<file path="config.mk">
export PLATFORM = sky130hd
export DESIGN_NAME = plcb_bank
export DESIGN_NICKNAME = d
export VERILOG_FILES = /design/src/include/plcb_pkg.sv /design/src/hw/plcb_bank.sv
export SDC_FILE = /design/constraint.sdc
export NUM_CORES = 2
export LEC_CHECK = 0
export CAP_MARGIN = 20
export CORE_UTILIZATION = 50
export DETAILED_ROUTE_END_ITERATION = 12
export DONT_BUFFER_PORTS = 1
export PLACE_DENSITY_LB_ADDON = 0.08
export SLEW_MARGIN = 25
export SYNTH_ARGS = -nofsm -noshare
export SYNTH_HDL_FRONTEND = slang
export SYNTH_SLANG_ARGS = --single-unit
export TNS_END_PERCENT = 100
</file>
<file path="constraint.sdc">
create_clock -name clk_sys_i -period 6.5 [get_ports clk_sys_i]
set_input_delay 1.3 -clock clk_sys_i [delete_from_list [all_inputs] [get_ports clk_sys_i]]
set_output_delay 1.3 -clock clk_sys_i [all_outputs]
set_load 0.02 [all_outputs]
</file>
<file path="src/include/plcb_pkg.sv">
// Package: command codes, reset values and formats of the limit configuration bank
package plcb_pkg;
    // ==========================================
    // Command codes
    localparam logic [7:0] CMD_PAGE           = 8'h00;
    localparam logic [7:0] CMD_SLEW           = 8'h27;
    localparam logic [7:0] CMD_FREQ           = 8'h33;
    localparam logic [7:0] CMD_INPUT_TURN_ON_THRESHOLD         = 8'h35;
    localparam logic [7:0] CMD_INPUT_TURN_OFF_THRESHOLD        = 8'h36;
    localparam logic [7:0] CMD_CS_GAIN        = 8'h38;
    localparam logic [7:0] CMD_OVF            = 8'h40;
    localparam logic [7:0] CMD_OVF_ACT        = 8'h41;
    localparam logic [7:0] CMD_OVW            = 8'h42;
    localparam logic [7:0] CMD_UVW            = 8'h43;
    localparam logic [7:0] CMD_UVF            = 8'h44;
    localparam logic [7:0] CMD_UVF_ACT        = 8'h45;
    localparam logic [7:0] CMD_OCF            = 8'h46;
    localparam logic [7:0] CMD_OCF_ACT        = 8'h47;
    localparam logic [7:0] CMD_OCW            = 8'h4A;
    localparam logic [7:0] CMD_OTF            = 8'h4F;
    localparam logic [7:0] CMD_OTF_ACT        = 8'h50;
    localparam logic [7:0] CMD_OTW            = 8'h51;
    localparam logic [7:0] CMD_UTF            = 8'h53;
    localparam logic [7:0] CMD_UTF_ACT        = 8'h54;
    localparam logic [7:0] CMD_VIN_OVF        = 8'h55;
    localparam logic [7:0] CMD_VIN_OVF_ACT    = 8'h56;
    localparam logic [7:0] CMD_VIN_UVW        = 8'h58;
    localparam logic [7:0] CMD_IIN_OCW        = 8'h5D;
    // ==========================================
    // Reset values
    localparam logic [7:0]  RST_PAGE          = 8'h00;
    localparam logic [15:0] RST_SLEW          = 16'hAA00;
    localparam logic [15:0] RST_FREQ          = 16'hFABC;
    localparam logic [15:0] RST_INPUT_TURN_ON_THRESHOLD        = 16'hCB40;
    localparam logic [15:0] RST_INPUT_TURN_OFF_THRESHOLD       = 16'hCB00;
    localparam logic [15:0] RST_CS_GAIN       = 16'hBB9A;
    localparam logic [15:0] RST_OVF           = 16'h119A;
    localparam logic [15:0] RST_OVW           = 16'h1133;
    localparam logic [15:0] RST_UVW           = 16'h0ECD;
    localparam logic [15:0] RST_UVF           = 16'h0E66;
    localparam logic [15:0] RST_OCF           = 16'hDBB8;
    localparam logic [15:0] RST_OCW           = 16'hDA80;
    localparam logic [15:0] RST_OTF           = 16'hEB20;
    localparam logic [15:0] RST_OTW           = 16'hEAA8;
    localparam logic [15:0] RST_UTF           = 16'hE580;
    localparam logic [15:0] RST_VIN_OVF       = 16'hE300;
    localparam logic [15:0] RST_VIN_UVW       = 16'hCB26;
    localparam logic [15:0] RST_IIN_OCW       = 16'hD280;
    localparam logic [7:0]  RST_ACT_STD       = 8'hB8;
    localparam logic [7:0]  RST_ACT_OC        = 8'h00;
    localparam logic [7:0]  RST_ACT_VIN_OV    = 8'h80;
    // ==========================================
    // Exponent-mantissa format fields
    localparam int EM_EXP_MSB = 15;
    localparam int EM_EXP_LSB = 11;
    localparam int EM_MAN_MSB = 10;
    localparam int EM_MAN_LSB = 0;
    // Fixed output exponent is two to the minus twelve
    localparam int FIX_OUT_FRAC_BITS = 12;
    // Paged slot indices
    localparam int PG_SLEW = 0;
    localparam int PG_GAIN = 1;
    localparam int PG_OVF  = 2;
    localparam int PG_OVW  = 3;
    localparam int PG_UVW  = 4;
    localparam int PG_UVF  = 5;
    localparam int PG_OCF  = 6;
    localparam int PG_OCW  = 7;
    localparam int PG_OTF  = 8;
    localparam int PG_OTW  = 9;
    localparam int PG_UTF  = 10;
    localparam int PG_NUM  = 11;
    localparam int PA_OV   = 0;
    localparam int PA_UV   = 1;
    localparam int PA_OC   = 2;
    localparam int PA_OT   = 3;
    localparam int PA_UT   = 4;
    localparam int PA_VIN  = 5;
    localparam int PA_NUM  = 6;
    // Bus access kinds
    typedef enum logic [2:0] {
        PLCB_IDLE  = 3'b001,
        PLCB_WRITE = 3'b010,
        PLCB_READ  = 3'b100
    } plcb_acc_t;
endpackage

</file>
<file path="src/hw/plcb_bank.sv">
// Paged and shared limit configuration bank reached by command code
`timescale 1ns/1ps
// Contract
// - Paged 16-bit slew rate at 0x27, reset 0xAA00, read/write.
// - Shared 16-bit switching frequency at 0x33, reset 0xFABC.
// - Shared turn-on threshold 0x35, reset 0xCB40; conversion starts when input reaches it.
// - Shared turn-off threshold 0x36, reset 0xCB00; conversion stops at or below it.
// - Paged current sense gain 0x38, reset 0xBB9A, presented per channel on sense_gain_o.
// - Paged output overvoltage fault threshold 0x40, reset 0x119A.
// - Paged 8-bit overvoltage action 0x41, reset 0xB8, applied on fault.
// - Paged output overvoltage warning threshold 0x42, reset 0x1133.
// - Paged output undervoltage warning threshold 0x43, reset 0x0ECD.
// - Paged output undervoltage fault threshold 0x44, reset 0x0E66.
// - Paged undervoltage action 0x45, reset 0xB8.
// - Paged overcurrent fault threshold 0x46, reset 0xDBB8.
// - Paged overcurrent action 0x47, reset 0x00.
// - Paged overcurrent warning threshold 0x4A, reset 0xDA80.
// - Paged overtemperature fault threshold 0x4F, reset 0xEB20.
// - Paged overtemperature action 0x50, reset 0xB8.
// - Paged overtemperature warning threshold 0x51, reset 0xEAA8.
// - Paged undertemperature fault 0x53 reset 0xE580; action 0x54 reset 0xB8.
// - Shared input overvoltage fault threshold 0x55, reset 0xE300.
// - Paged input overvoltage action 0x56, reset 0x80.
// - Shared input undervoltage warning 0x58, reset 0xCB26.
// - Shared input overcurrent warning 0x5D, reset 0xD280.
// - Exponent-mantissa: signed 11-bit mantissa times two to signed 5-bit exponent.
// - Fixed output format: unsigned 16 bits times two to minus twelve.
// - Unsupported command access raises a one-cycle comm fault pulse.
// - Page command 0x00, reset 0x00, selects channel for paged accesses.
module plcb_bank #(
    parameter int NUM_PAGES = 2
) (
    input  wire logic                       clk_sys_i,
    input  wire logic                       arst_n_i,
    input  wire logic                       cmd_wr_i,
    input  wire logic                       cmd_rd_i,
    input  wire logic [7:0]                 cmd_code_i,
    input  wire logic [15:0]                cmd_wdata_i,
    input  wire logic [15:0]                vin_meas_i,
    input  wire logic [NUM_PAGES-1:0]       ov_fault_i,
    input  wire logic [NUM_PAGES-1:0]       uv_fault_i,
    input  wire logic [NUM_PAGES-1:0]       oc_fault_i,
    input  wire logic [NUM_PAGES-1:0]       ot_fault_i,
    input  wire logic [NUM_PAGES-1:0]       ut_fault_i,
    input  wire logic                       vin_ov_fault_i,
    output logic      [15:0]                cmd_rdata_o,
    output logic                            cmd_rvalid_o,
    output logic                            comm_memory_fault_o,
    output logic      [7:0]                 page_o,
    output logic                            conv_enable_o,
    output logic      [NUM_PAGES*16-1:0]    slew_rate_o,
    output logic      [NUM_PAGES*16-1:0]    sense_gain_o,
    output logic      [15:0]                sw_freq_o,
    output logic      [NUM_PAGES*8-1:0]     fault_action_o,
    output logic      [NUM_PAGES-1:0]       fault_act_valid_o
);
    import plcb_pkg::*;

    // ==========================================
    // Storage
    logic [15:0] pg_reg   [NUM_PAGES][PG_NUM];
    logic [15:0] pg_next  [NUM_PAGES][PG_NUM];
    logic [7:0]  act_reg  [NUM_PAGES][PA_NUM];
    logic [7:0]  act_next [NUM_PAGES][PA_NUM];
    logic [7:0]  page_reg, page_next;
    logic [15:0] freq_reg, freq_next;
    logic [15:0] von_reg, von_next;
    logic [15:0] voff_reg, voff_next;
    logic [15:0] vovf_reg, vovf_next;
    logic [15:0] vuvw_reg, vuvw_next;
    logic [15:0] iocw_reg, iocw_next;
    logic [15:0] rdata_reg, rdata_next;
    logic        rvalid_reg, rvalid_next;
    logic        cml_reg, cml_next;
    logic        conv_reg, conv_next;
    logic [NUM_PAGES*8-1:0] fact_reg, fact_next;
    logic [NUM_PAGES-1:0]   fval_reg, fval_next;
    plcb_acc_t   acc;
    logic        page_ok;
    logic        known;
    logic [15:0] rd_val;
    int          sel;

    // Access kind; a write wins if both strobes are raised together
    always_comb begin
        if (cmd_wr_i)      acc = PLCB_WRITE;
        else if (cmd_rd_i) acc = PLCB_READ;
        else               acc = PLCB_IDLE;
    end

    // Out-of-range page makes paged commands unsupported rather than alias a channel
    assign page_ok = (int'(page_reg) < NUM_PAGES);
    assign sel     = page_ok ? int'(page_reg) : 0;

    // ==========================================
    // Command decode and register update
    always_comb begin
        pg_next   = pg_reg;
        act_next  = act_reg;
        page_next = page_reg;
        freq_next = freq_reg;
        von_next  = von_reg;
        voff_next = voff_reg;
        vovf_next = vovf_reg;
        vuvw_next = vuvw_reg;
        iocw_next = iocw_reg;
        known     = 1'b1;
        rd_val    = 16'h0000;
        case (cmd_code_i)
            CMD_PAGE:        rd_val = {8'h00, page_reg};
            CMD_FREQ:        rd_val = freq_reg;
            CMD_INPUT_TURN_ON_THRESHOLD:      rd_val = von_reg;
            CMD_INPUT_TURN_OFF_THRESHOLD:     rd_val = voff_reg;
            CMD_VIN_OVF:     rd_val = vovf_reg;
            CMD_VIN_UVW:     rd_val = vuvw_reg;
            CMD_IIN_OCW:     rd_val = iocw_reg;
            CMD_SLEW:        rd_val = pg_reg[sel][PG_SLEW];
            CMD_CS_GAIN:     rd_val = pg_reg[sel][PG_GAIN];
            CMD_OVF:         rd_val = pg_reg[sel][PG_OVF];
            CMD_OVW:         rd_val = pg_reg[sel][PG_OVW];
            CMD_UVW:         rd_val = pg_reg[sel][PG_UVW];
            CMD_UVF:         rd_val = pg_reg[sel][PG_UVF];
            CMD_OCF:         rd_val = pg_reg[sel][PG_OCF];
            CMD_OCW:         rd_val = pg_reg[sel][PG_OCW];
            CMD_OTF:         rd_val = pg_reg[sel][PG_OTF];
            CMD_OTW:         rd_val = pg_reg[sel][PG_OTW];
            CMD_UTF:         rd_val = pg_reg[sel][PG_UTF];
            CMD_OVF_ACT:     rd_val = {8'h00, act_reg[sel][PA_OV]};
            CMD_UVF_ACT:     rd_val = {8'h00, act_reg[sel][PA_UV]};
            CMD_OCF_ACT:     rd_val = {8'h00, act_reg[sel][PA_OC]};
            CMD_OTF_ACT:     rd_val = {8'h00, act_reg[sel][PA_OT]};
            CMD_UTF_ACT:     rd_val = {8'h00, act_reg[sel][PA_UT]};
            CMD_VIN_OVF_ACT: rd_val = {8'h00, act_reg[sel][PA_VIN]};
            default:         known  = 1'b0;
        endcase
        // Paged codes are refused while the page points past the last channel
        if (!page_ok && cmd_code_i != CMD_PAGE && !(cmd_code_i inside
            {CMD_FREQ, CMD_INPUT_TURN_ON_THRESHOLD, CMD_INPUT_TURN_OFF_THRESHOLD, CMD_VIN_OVF, CMD_VIN_UVW, CMD_IIN_OCW}))
            known = 1'b0;
        if (acc == PLCB_WRITE && known) begin
            case (cmd_code_i)
                CMD_PAGE:        page_next = cmd_wdata_i[7:0];
                CMD_FREQ:        freq_next = cmd_wdata_i;
                CMD_INPUT_TURN_ON_THRESHOLD:      von_next  = cmd_wdata_i;
                CMD_INPUT_TURN_OFF_THRESHOLD:     voff_next = cmd_wdata_i;
                CMD_VIN_OVF:     vovf_next = cmd_wdata_i;
                CMD_VIN_UVW:     vuvw_next = cmd_wdata_i;
                CMD_IIN_OCW:     iocw_next = cmd_wdata_i;
                CMD_SLEW:        pg_next[sel][PG_SLEW] = cmd_wdata_i;
                CMD_CS_GAIN:     pg_next[sel][PG_GAIN] = cmd_wdata_i;
                CMD_OVF:         pg_next[sel][PG_OVF]  = cmd_wdata_i;
                CMD_OVW:         pg_next[sel][PG_OVW]  = cmd_wdata_i;
                CMD_UVW:         pg_next[sel][PG_UVW]  = cmd_wdata_i;
                CMD_UVF:         pg_next[sel][PG_UVF]  = cmd_wdata_i;
                CMD_OCF:         pg_next[sel][PG_OCF]  = cmd_wdata_i;
                CMD_OCW:         pg_next[sel][PG_OCW]  = cmd_wdata_i;
                CMD_OTF:         pg_next[sel][PG_OTF]  = cmd_wdata_i;
                CMD_OTW:         pg_next[sel][PG_OTW]  = cmd_wdata_i;
                CMD_UTF:         pg_next[sel][PG_UTF]  = cmd_wdata_i;
                CMD_OVF_ACT:     act_next[sel][PA_OV]  = cmd_wdata_i[7:0];
                CMD_UVF_ACT:     act_next[sel][PA_UV]  = cmd_wdata_i[7:0];
                CMD_OCF_ACT:     act_next[sel][PA_OC]  = cmd_wdata_i[7:0];
                CMD_OTF_ACT:     act_next[sel][PA_OT]  = cmd_wdata_i[7:0];
                CMD_UTF_ACT:     act_next[sel][PA_UT]  = cmd_wdata_i[7:0];
                CMD_VIN_OVF_ACT: act_next[sel][PA_VIN] = cmd_wdata_i[7:0];
                default:         page_next = page_reg;
            endcase
        end
    end

    // Read answer one cycle after the strobe; unknown codes read zero
    always_comb begin
        rvalid_next = (acc == PLCB_READ);
        rdata_next  = (acc == PLCB_READ && known) ? rd_val : 16'h0000;
        cml_next    = (acc != PLCB_IDLE) && !known;
    end

    // ==========================================
    // Input voltage hysteresis: compare as exponent-mantissa values
    // Mantissas are scaled to a common exponent; 64-bit room covers any shift
    function automatic logic signed [63:0] em_scaled(input logic [15:0] v);
        logic signed [4:0]  e;
        logic signed [10:0] m;
        logic signed [63:0] w;
        e = v[EM_EXP_MSB:EM_EXP_LSB];
        m = v[EM_MAN_MSB:EM_MAN_LSB];
        w = 64'(m) <<< 16;
        if (e >= 0) em_scaled = w <<< e;
        else        em_scaled = w >>> (-e);
        return em_scaled;
    endfunction

    always_comb begin
        conv_next = conv_reg;
        if (!conv_reg && em_scaled(vin_meas_i) >= em_scaled(von_reg))
            conv_next = 1'b1;
        else if (conv_reg && em_scaled(vin_meas_i) <= em_scaled(voff_reg))
            conv_next = 1'b0;
    end

    // ==========================================
    // Fault actions: each channel presents the code of the highest-priority fault
    genvar gp;
    generate
        for (gp = 0; gp < NUM_PAGES; gp++) begin : g_act
            always_comb begin
                fact_next[gp*8 +: 8] = 8'h00;
                fval_next[gp]        = 1'b1;
                if (vin_ov_fault_i)      fact_next[gp*8 +: 8] = act_reg[gp][PA_VIN];
                else if (ov_fault_i[gp]) fact_next[gp*8 +: 8] = act_reg[gp][PA_OV];
                else if (oc_fault_i[gp]) fact_next[gp*8 +: 8] = act_reg[gp][PA_OC];
                else if (uv_fault_i[gp]) fact_next[gp*8 +: 8] = act_reg[gp][PA_UV];
                else if (ot_fault_i[gp]) fact_next[gp*8 +: 8] = act_reg[gp][PA_OT];
                else if (ut_fault_i[gp]) fact_next[gp*8 +: 8] = act_reg[gp][PA_UT];
                else                     fval_next[gp]        = 1'b0;
            end
            assign slew_rate_o[gp*16 +: 16]  = pg_reg[gp][PG_SLEW];
            assign sense_gain_o[gp*16 +: 16] = pg_reg[gp][PG_GAIN];
        end
    endgenerate

    // ==========================================
    // Registers
    always_ff @(posedge clk_sys_i or negedge arst_n_i) begin
        if (!arst_n_i) begin
            for (int p = 0; p < NUM_PAGES; p++) begin
                pg_reg[p][PG_SLEW]  <= RST_SLEW;
                pg_reg[p][PG_GAIN]  <= RST_CS_GAIN;
                pg_reg[p][PG_OVF]   <= RST_OVF;
                pg_reg[p][PG_OVW]   <= RST_OVW;
                pg_reg[p][PG_UVW]   <= RST_UVW;
                pg_reg[p][PG_UVF]   <= RST_UVF;
                pg_reg[p][PG_OCF]   <= RST_OCF;
                pg_reg[p][PG_OCW]   <= RST_OCW;
                pg_reg[p][PG_OTF]   <= RST_OTF;
                pg_reg[p][PG_OTW]   <= RST_OTW;
                pg_reg[p][PG_UTF]   <= RST_UTF;
                act_reg[p][PA_OV]   <= RST_ACT_STD;
                act_reg[p][PA_UV]   <= RST_ACT_STD;
                act_reg[p][PA_OC]   <= RST_ACT_OC;
                act_reg[p][PA_OT]   <= RST_ACT_STD;
                act_reg[p][PA_UT]   <= RST_ACT_STD;
                act_reg[p][PA_VIN]  <= RST_ACT_VIN_OV;
            end
            page_reg   <= RST_PAGE;
            freq_reg   <= RST_FREQ;
            von_reg    <= RST_INPUT_TURN_ON_THRESHOLD;
            voff_reg   <= RST_INPUT_TURN_OFF_THRESHOLD;
            vovf_reg   <= RST_VIN_OVF;
            vuvw_reg   <= RST_VIN_UVW;
            iocw_reg   <= RST_IIN_OCW;
            rdata_reg  <= 16'h0000;
            rvalid_reg <= 1'b0;
            cml_reg    <= 1'b0;
            conv_reg   <= 1'b0;
            fact_reg   <= '0;
            fval_reg   <= '0;
        end else begin
            pg_reg     <= pg_next;
            act_reg    <= act_next;
            page_reg   <= page_next;
            freq_reg   <= freq_next;
            von_reg    <= von_next;
            voff_reg   <= voff_next;
            vovf_reg   <= vovf_next;
            vuvw_reg   <= vuvw_next;
            iocw_reg   <= iocw_next;
            rdata_reg  <= rdata_next;
            rvalid_reg <= rvalid_next;
            cml_reg    <= cml_next;
            conv_reg   <= conv_next;
            fact_reg   <= fact_next;
            fval_reg   <= fval_next;
        end
    end

    assign cmd_rdata_o         = rdata_reg;
    assign cmd_rvalid_o        = rvalid_reg;
    assign comm_memory_fault_o = cml_reg;
    assign page_o              = page_reg;
    assign conv_enable_o       = conv_reg;
    assign sw_freq_o           = freq_reg;
    assign fault_action_o      = fact_reg;
    assign fault_act_valid_o   = fval_reg;

    // ==========================================
    // Assertions
    a_unknown_cmd_flag: assert property (@(posedge clk_sys_i) disable iff (!arst_n_i)
        (cmd_rd_i || cmd_wr_i) && !known |=> comm_memory_fault_o)
        else $error("unsupported command did not raise fault");
    a_read_answers: assert property (@(posedge clk_sys_i) disable iff (!arst_n_i)
        cmd_rd_i && !cmd_wr_i |=> cmd_rvalid_o)
        else $error("read gave no answer");
    a_page_readback: assert property (@(posedge clk_sys_i) disable iff (!arst_n_i)
        cmd_wr_i && cmd_code_i == CMD_PAGE ##1 !cmd_wr_i ##1 cmd_rd_i && !cmd_wr_i
        && cmd_code_i == CMD_PAGE |=> cmd_rdata_o == {8'h00, $past(cmd_wdata_i[7:0], 3)})
        else $error("page readback mismatch");
    a_freq_shared: assert property (@(posedge clk_sys_i) disable iff (!arst_n_i)
        cmd_wr_i && cmd_code_i == CMD_FREQ |=> sw_freq_o == $past(cmd_wdata_i))
        else $error("frequency write lost");
    a_slew_write: assert property (@(posedge clk_sys_i) disable iff (!arst_n_i)
        cmd_wr_i && cmd_code_i == CMD_SLEW && page_reg == 8'h00
        |=> slew_rate_o[15:0] == $past(cmd_wdata_i))
        else $error("slew rate write lost");
    a_conv_on: assert property (@(posedge clk_sys_i) disable iff (!arst_n_i)
        !conv_enable_o && em_scaled(vin_meas_i) >= em_scaled(von_reg) |=> conv_enable_o)
        else $error("conversion did not start");
    a_conv_off: assert property (@(posedge clk_sys_i) disable iff (!arst_n_i)
        conv_enable_o && em_scaled(vin_meas_i) <= em_scaled(voff_reg) |=> !conv_enable_o)
        else $error("conversion did not stop");
    a_ov_action: assert property (@(posedge clk_sys_i) disable iff (!arst_n_i)
        !vin_ov_fault_i && ov_fault_i[0]
        |=> fault_act_valid_o[0] && fault_action_o[7:0] == $past(act_reg[0][PA_OV]))
        else $error("overvoltage action not applied");
    c_page_write: cover property (@(posedge clk_sys_i) cmd_wr_i && cmd_code_i == CMD_PAGE);
    c_bad_cmd: cover property (@(posedge clk_sys_i) comm_memory_fault_o);
    c_conv_cycle: cover property (@(posedge clk_sys_i) conv_enable_o ##[1:50] !conv_enable_o);
endmodule // plcb_bank

</file>
# Word level (Yosys, flattened, before mapping)
# Index checks and enable logic that the tools add are counted.
op_classes:
  n_addsub: 3
  magnitude_cmp: 8
  eq_ne: 26
  shifts: 6
  mux: 97
  bitwise: 1
  n_reduce_logical: 28
op_table:
  columns: ["operator", "count"]
  rows:
  - ["$bwmux W352", 11]
  - ["$pmux W352 S11", 1]
  - ["$demux W176 S1", 11]
  - ["$mux W176", 4]
  - ["$bwmux W96", 6]
  - ["$pmux W96 S6", 1]
  - ["$mux W64", 6]
  - ["$pmux W16 S24", 1]
  - ["$demux W48 S1", 6]
  - ["$mux W48", 5]
  - ["$sshl A27 B5 Y64", 3]
  - ["$sshr A27 B5 Y64", 3]
  - ["$mux W160", 1]
  - ["$eq A8 B7 Y1 const B", 18]
  - ["$mux W144", 1]
  - ["$mux W128", 1]
  - ["$mux W112", 1]
  - ["$mux W8", 14]
  - ["$mux W96", 1]
  - ["$mux W80", 1]
  - ["$ge A64 B64 Y1", 1]
  - ["$le A64 B64 Y1", 1]
  - ["$mux W32", 2]
  - ["$mux W16", 3]
  - ["other kinds (23)", 66]
totals:
  regBits: 589
  input_bits: 55

# Logic depth before layout (Yosys ltp)
logic_depth:
  ltp_word: 10
  mapped_depth: 20
  ltp_nobuf: 17

# Worst setup path before layout
# No wires, ideal clock.
synth_path:
  path_kind: "input to register"
  start: "in vin_meas_i[11]"
  end: "reg conv_reg (netlist: conv_enable_o)"
  arrival_time_ps: 5156
  path_slack_ps: 1261
  stages: 18
  cell_sequence: "buf_1 inv_1 ha_1 clkbuf_1 clkbuf_1 nor3_1 mux2i_1 a21oi_1 nor2_1 nor3_1 ha_1 a21o_1 a221o_1 a221oi_1 nor2_1 a211oi_1 mux2_2 o22ai_1"
synth_between:
  elab_chain_cells: 7
  word_cells_on_any_way: 12
  classes_between: "add/sub: 1; order compare: 3; shift: 2; mux: 3; reduce/logical: 3"
synth_lines:
  columns: ["element", "line_no", "rtl"]
  rows:
  - ["start: declaration", "plcb_bank.sv:39", "input wire logic [15:0] vin_meas_i,"]
  - ["$neg A5 Y5", "plcb_bank.sv:189", "else em_scaled = w >>> (-e);"]
  - ["$sshr A27 B5 Y64", "plcb_bank.sv:189", null]
  - ["$mux W64 *", "plcb_bank.sv:188", "if (e >= 0) em_scaled = w <<< e;"]
  - ["$mux W64", "plcb_bank.sv:195", "if (!conv_reg && em_scaled(vin_meas_i) >= em_scaled(von_reg))"]
  - ["$le A64 B64 Y1", "plcb_bank.sv:197", "else if (conv_reg && em_scaled(vin_meas_i) <= em_scaled(voff_reg))"]
  - ["$logic_and A1 B1 Y1", "plcb_bank.sv:197", null]
  - ["$reduce_bool A2 Y1 (no line)", null, null]
  - ["end signal: assignment", "plcb_bank.sv:271", "conv_reg <= conv_next;"]
  - ["end: declaration", "plcb_bank.sv:75", "logic conv_reg, conv_next;"]
# Every way passes the cells marked *; elsewhere a longest branch is shown, timed or not. The select of a mux whose other input is x is not followed.
# A chain may end at the register's enable or synchronous reset.

# Worst setup path after layout
layout_path:
  start: "reg voff_reg[11]"
  end: "reg conv_reg (netlist: conv_enable_o)"
layout_between:
  elab_chain_cells: 7
  word_cells_on_any_way: 9
  classes_between: "add/sub: 1; order compare: 2; shift: 2; mux: 2; reduce/logical: 2"
layout_lines:
  columns: ["element", "line_no", "rtl"]
  rows:
  - ["start: declaration", "plcb_bank.sv:68", "logic [15:0] voff_reg, voff_next;"]
  - ["start signal: assignment", "plcb_bank.sv:264", "voff_reg <= voff_next;"]
  - ["$neg A5 Y5", "plcb_bank.sv:189", null]
  - ["$sshr A27 B5 Y64", "plcb_bank.sv:189", null]
  - ["$mux W64 *", "plcb_bank.sv:188", null]
  - ["$mux W64 *", "plcb_bank.sv:195", null]
  - ["$le A64 B64 Y1 *", "plcb_bank.sv:197", null]
  - ["$logic_and A1 B1 Y1 *", "plcb_bank.sv:197", null]
  - ["$reduce_bool A2 Y1 (no line) *", null, null]
# Marks and branches as above.

==> results by group <==
Timing
  – Final setup fails: 0
  – Tightest Pin Transition: about 2200 ps
  – Pins Over Slew Limit: 382
  – RSZ-0062 raised after global routing: no
  – Period utilization: 0.825
  – Minimum clock period: approximately 5400 ps
  – Max_slew headroom: -0.449
  – Setup ws final: about 1100 ps
  – Skew final: 42.8 ps
  – Hold Fails Final Rpt: 0
  – Total negative slack: 0 ps
  – F_max: 186 MHz

Clock network
  – Clock tree buffer depth: 3
  – CTS tree: done
  – Post-CTS setup buffers: 0
  – Sink Count: 589
  – Root buf cell: clkbuf_16
  – Worst skew pair latency: approximately 640 ps
  – Cells resized by post-CTS repair: 0
  – Clk pin slew, worst setup/hold paths: ~70 ps
  – Total CTS buffers: a little under 70
  – H-tree lvl count: 3
  – Hold-fix buffers, CTS: 0

Critical path
  – Startpoint types: flip-flop
  – Crit-path cells: inv_1 > ha_1 > nor3b_1 > ha_1 > nor2_1 > o21ai_0 > a21oi_1 > a21oi_1 > ha_1 > nand4_1 > nor3_1 > a211o_1 > o32a_1 > a211oi_1 > mux2_2 > o22ai_1
  – Most used cell, CP: ha_1
  – CP Capture Point: conv_enable_o
  – R2R cell count: 16
  – Worst EP arrival: approximately 5900 ps
  – CP Launch Point: voff_reg[11]
  – Reg-to-Reg End: conv_enable_o
  – CP max stage delay: 1050 ps
  – Worst R2R Setup Slack: 1140 ps
  – RR Startpoint: voff_reg[11]
  – Slowest CP cell: dfstp_2
  – CP Max Fanout: 36
  – Required time worst endpoint: ~7000 ps
  – Setup CP Type: flip-flop to flip-flop
  – Worst setup EP type: flip-flop

Yosys
  – Synthesized area: 34800 sq um
  – Syn Nets: between 3000 and 4000
  – Seq/Total Area, Yosys: 0.431
  – EDFF count, synth: 0
  – Post-synth ARST share: 1.00
  – Synth top area cells: dfrtp_1 (26%), dfstp_2 (17%), mux2_2 (13%), mux2i_1 (7.3%), a22o_1 (3.9%)
  – Top-area cell type share of the netlist area: 0.258
  – Ys flop type: dfrtp_1
  – Most common cell in the netlist: mux2_2
  – Yosys top cell by area: dfrtp_1
  – Unique cell type count in the Yosys netlist: about 90
  – Synth cell count leaders: mux2_2 (396), dfrtp_1 (359), nand2_1 (311)
  – #FFs+latches synth: 589
  – Yosys warns: 0
  – Mapped Cells: approximately 3300
  – Post-Syn Area per Cell: about 11 sq um

Status
  – Failing checks: slew limit
  – Status: finished with violations

Die
  – Die area: 70700 sq um
  – Chip width: approximately 270 um
  – Boundary Pins: 180
  – Initial Util: 0.507
  – Row Count: between 90 and 100
  – Core Area: a little under 70000 sq um
  – Height of the die: roughly 270 um

Routing
  – DRT met1 WL: about 52000 um
  – DR vias: around 27000
  – Met3 WL post-DR: between 10000 and 15000 um
  – Vias per cell: 6.64
  – Post-route DRC: 0
  – Initial DRC Count: between 3000 and 4000
  – Met2 routed WL: just over 50000 um
  – Routed wire length: 119000 um
  – First-pass DRT Iterations: 9
  – Max Used Layer: met5
  – Antenna viol nets, final: 0
  – Drt wl/cell: just under 30 um

Placed design
  – I/O Buffers: 0
  – HPWL after DPL: 82100 um
  – GP Congestion: approximately 0.91
  – Placed cells: 3962
  – Setup WS pre-CTS: 976 ps

Layout
  – Nets: ~3200
  – Core Util, Final: 0.544
  – Final Non-Filler Cells: 4088
  – Filler Cell Count: slightly above 6000
  – Area Overhead vs Synth: 7.31%
  – Layout cells sized above 1: 0.285

Power and ir drop
  – Power per cell area: between 200 and 250 nW/um^2
  – Logic pwr share: 0.108
  – Cell Int Power: around 6.6 mW
  – Leakage power: 16.4 nW
  – Clock power share: 0.446
  – Seq pwr share: 0.446
  – Worst vdd ir: ~0.0002 V
  – Psw: roughly 2.3 mW
  – Sw frac: 0.260
  – Power consumption: between 8 and 9 mW

Global routing
  – Vias in the first global route: ~26000
  – Tot GR Track Use: 0.336
  – Number of antenna violations at the first check in global routing: 1
  – Largest net degree at the start of global routing: between 500 and 600
  – GRT overflow: 0
  – First-pass GRT wire length: around 180000 um

Worst hold path
  – Worst min path class: input pin to asynchronous set/reset pin

Job
  – Max_cap viols: 0
[layout make-up]
class                   count  area [sq um]  area share
diodes                      2          5.00    0.000134
well taps                 931          1160      0.0312
multi-input cells        2348         18200       0.487
inverters                  30           113     0.00301
clock buffers             101          2000      0.0534
clock inverters            23           345     0.00924
flip-flops and latches    589         15000       0.402
repair buffers             64           505      0.0135
[cell usage in the layout, fill, tap and decap left out, types with 12 or more instances in the layout]
cell type    n
nand3b_1    12
clkbuf_1    16
nor2b_1     22
o21ai_0    118
mux4_2      23
nand4_1     28
clkbuf_16   68
dfstp_2    230
buf_4       62
a22o_1     156
o22ai_1     99
nor4_1      41
clkbuf_8    17
a221oi_1    22
inv_1       25
ha_1        92
nor3_1      49
nand3_1     40
mux2_2     396
mux2i_1    253
or3_1       12
o31ai_1     14
nand2_1    311
dfrtp_1    359
a21o_1      20
mux2_4      20
o211ai_1    12
a21oi_1    218
a222oi_1    32
nor2_1     138
nand2b_1    18
a211oi_1    28
[cells by family after synthesis]
kind of cell / share of synthesized area
fa+ha+maj: 0.0331
compound gates: 0.155
mux: 0.225
xor+xnor: 0.00302
simple gates: 0.103
buf+inv: 0.0491
flops: 0.431
[power by group through the flow]
| stage | sequential (mW) | combinational, mW | clock, mW |
|---|---|---|---|
| after floorplan | 4.00 | 0.804 | 0 |
| after global placement | 4.05 | 0.941 | 0 |
| after detailed placement | 4.06 | 0.952 | 0 |
| after CTS | 4.00 | 0.957 | 4.05 |
| after global routing | 4.02 | 1.06 | 4.20 |
| final | 4.01 | 0.967 | 4.00 |
[how the worst min path moves through the flow]
stage                   start                         end  slack, ps  cells past startpoint
finish               arst_n_i  asynchronous set/reset pin        360                      0
global route         arst_n_i  asynchronous set/reset pin        360                      0
CTS                  arst_n_i  asynchronous set/reset pin        340                      0
detailed placement  flip-flop                   flip-flop        480                      1
global placement    flip-flop                   flip-flop        470                      1
floorplan           flip-flop                   flip-flop        460                      1
[metrics by stage]
| step | hold WS [ps] | cell area, sq um |
|---|---|---|
| 3_5_place_dp | 480 | 35000 |
| 4_1_cts | 342 | 37400 |
| 6_report | 361 | 37400 |
| 5_1_grt | 359 | 37400 |
| 2_1_floorplan | 458 | 34800 |
| 3_3_place_gp | 470 | 35000 |
[per-layer routing]
layer | GRT usage | up-vias
met1 | 0.482 | 13885
met2 | 0.499 | 1253
met4 | 0.0943 | 2
li1 | - | 11828
met3 | 0.0867 | 172
met5 | 0 | -
[critical path, delay by kind of cell (launching register included)]
kind	cells	cell delay [ps]
muxes	1	380
AOI/OAI and AO/OA	7	1690
adders and majority gates	3	1310
and+or+nand+nor	4	590
buffers and inverters	1	220
DFF	1	1050
Power figures use the tool's default switching activity.
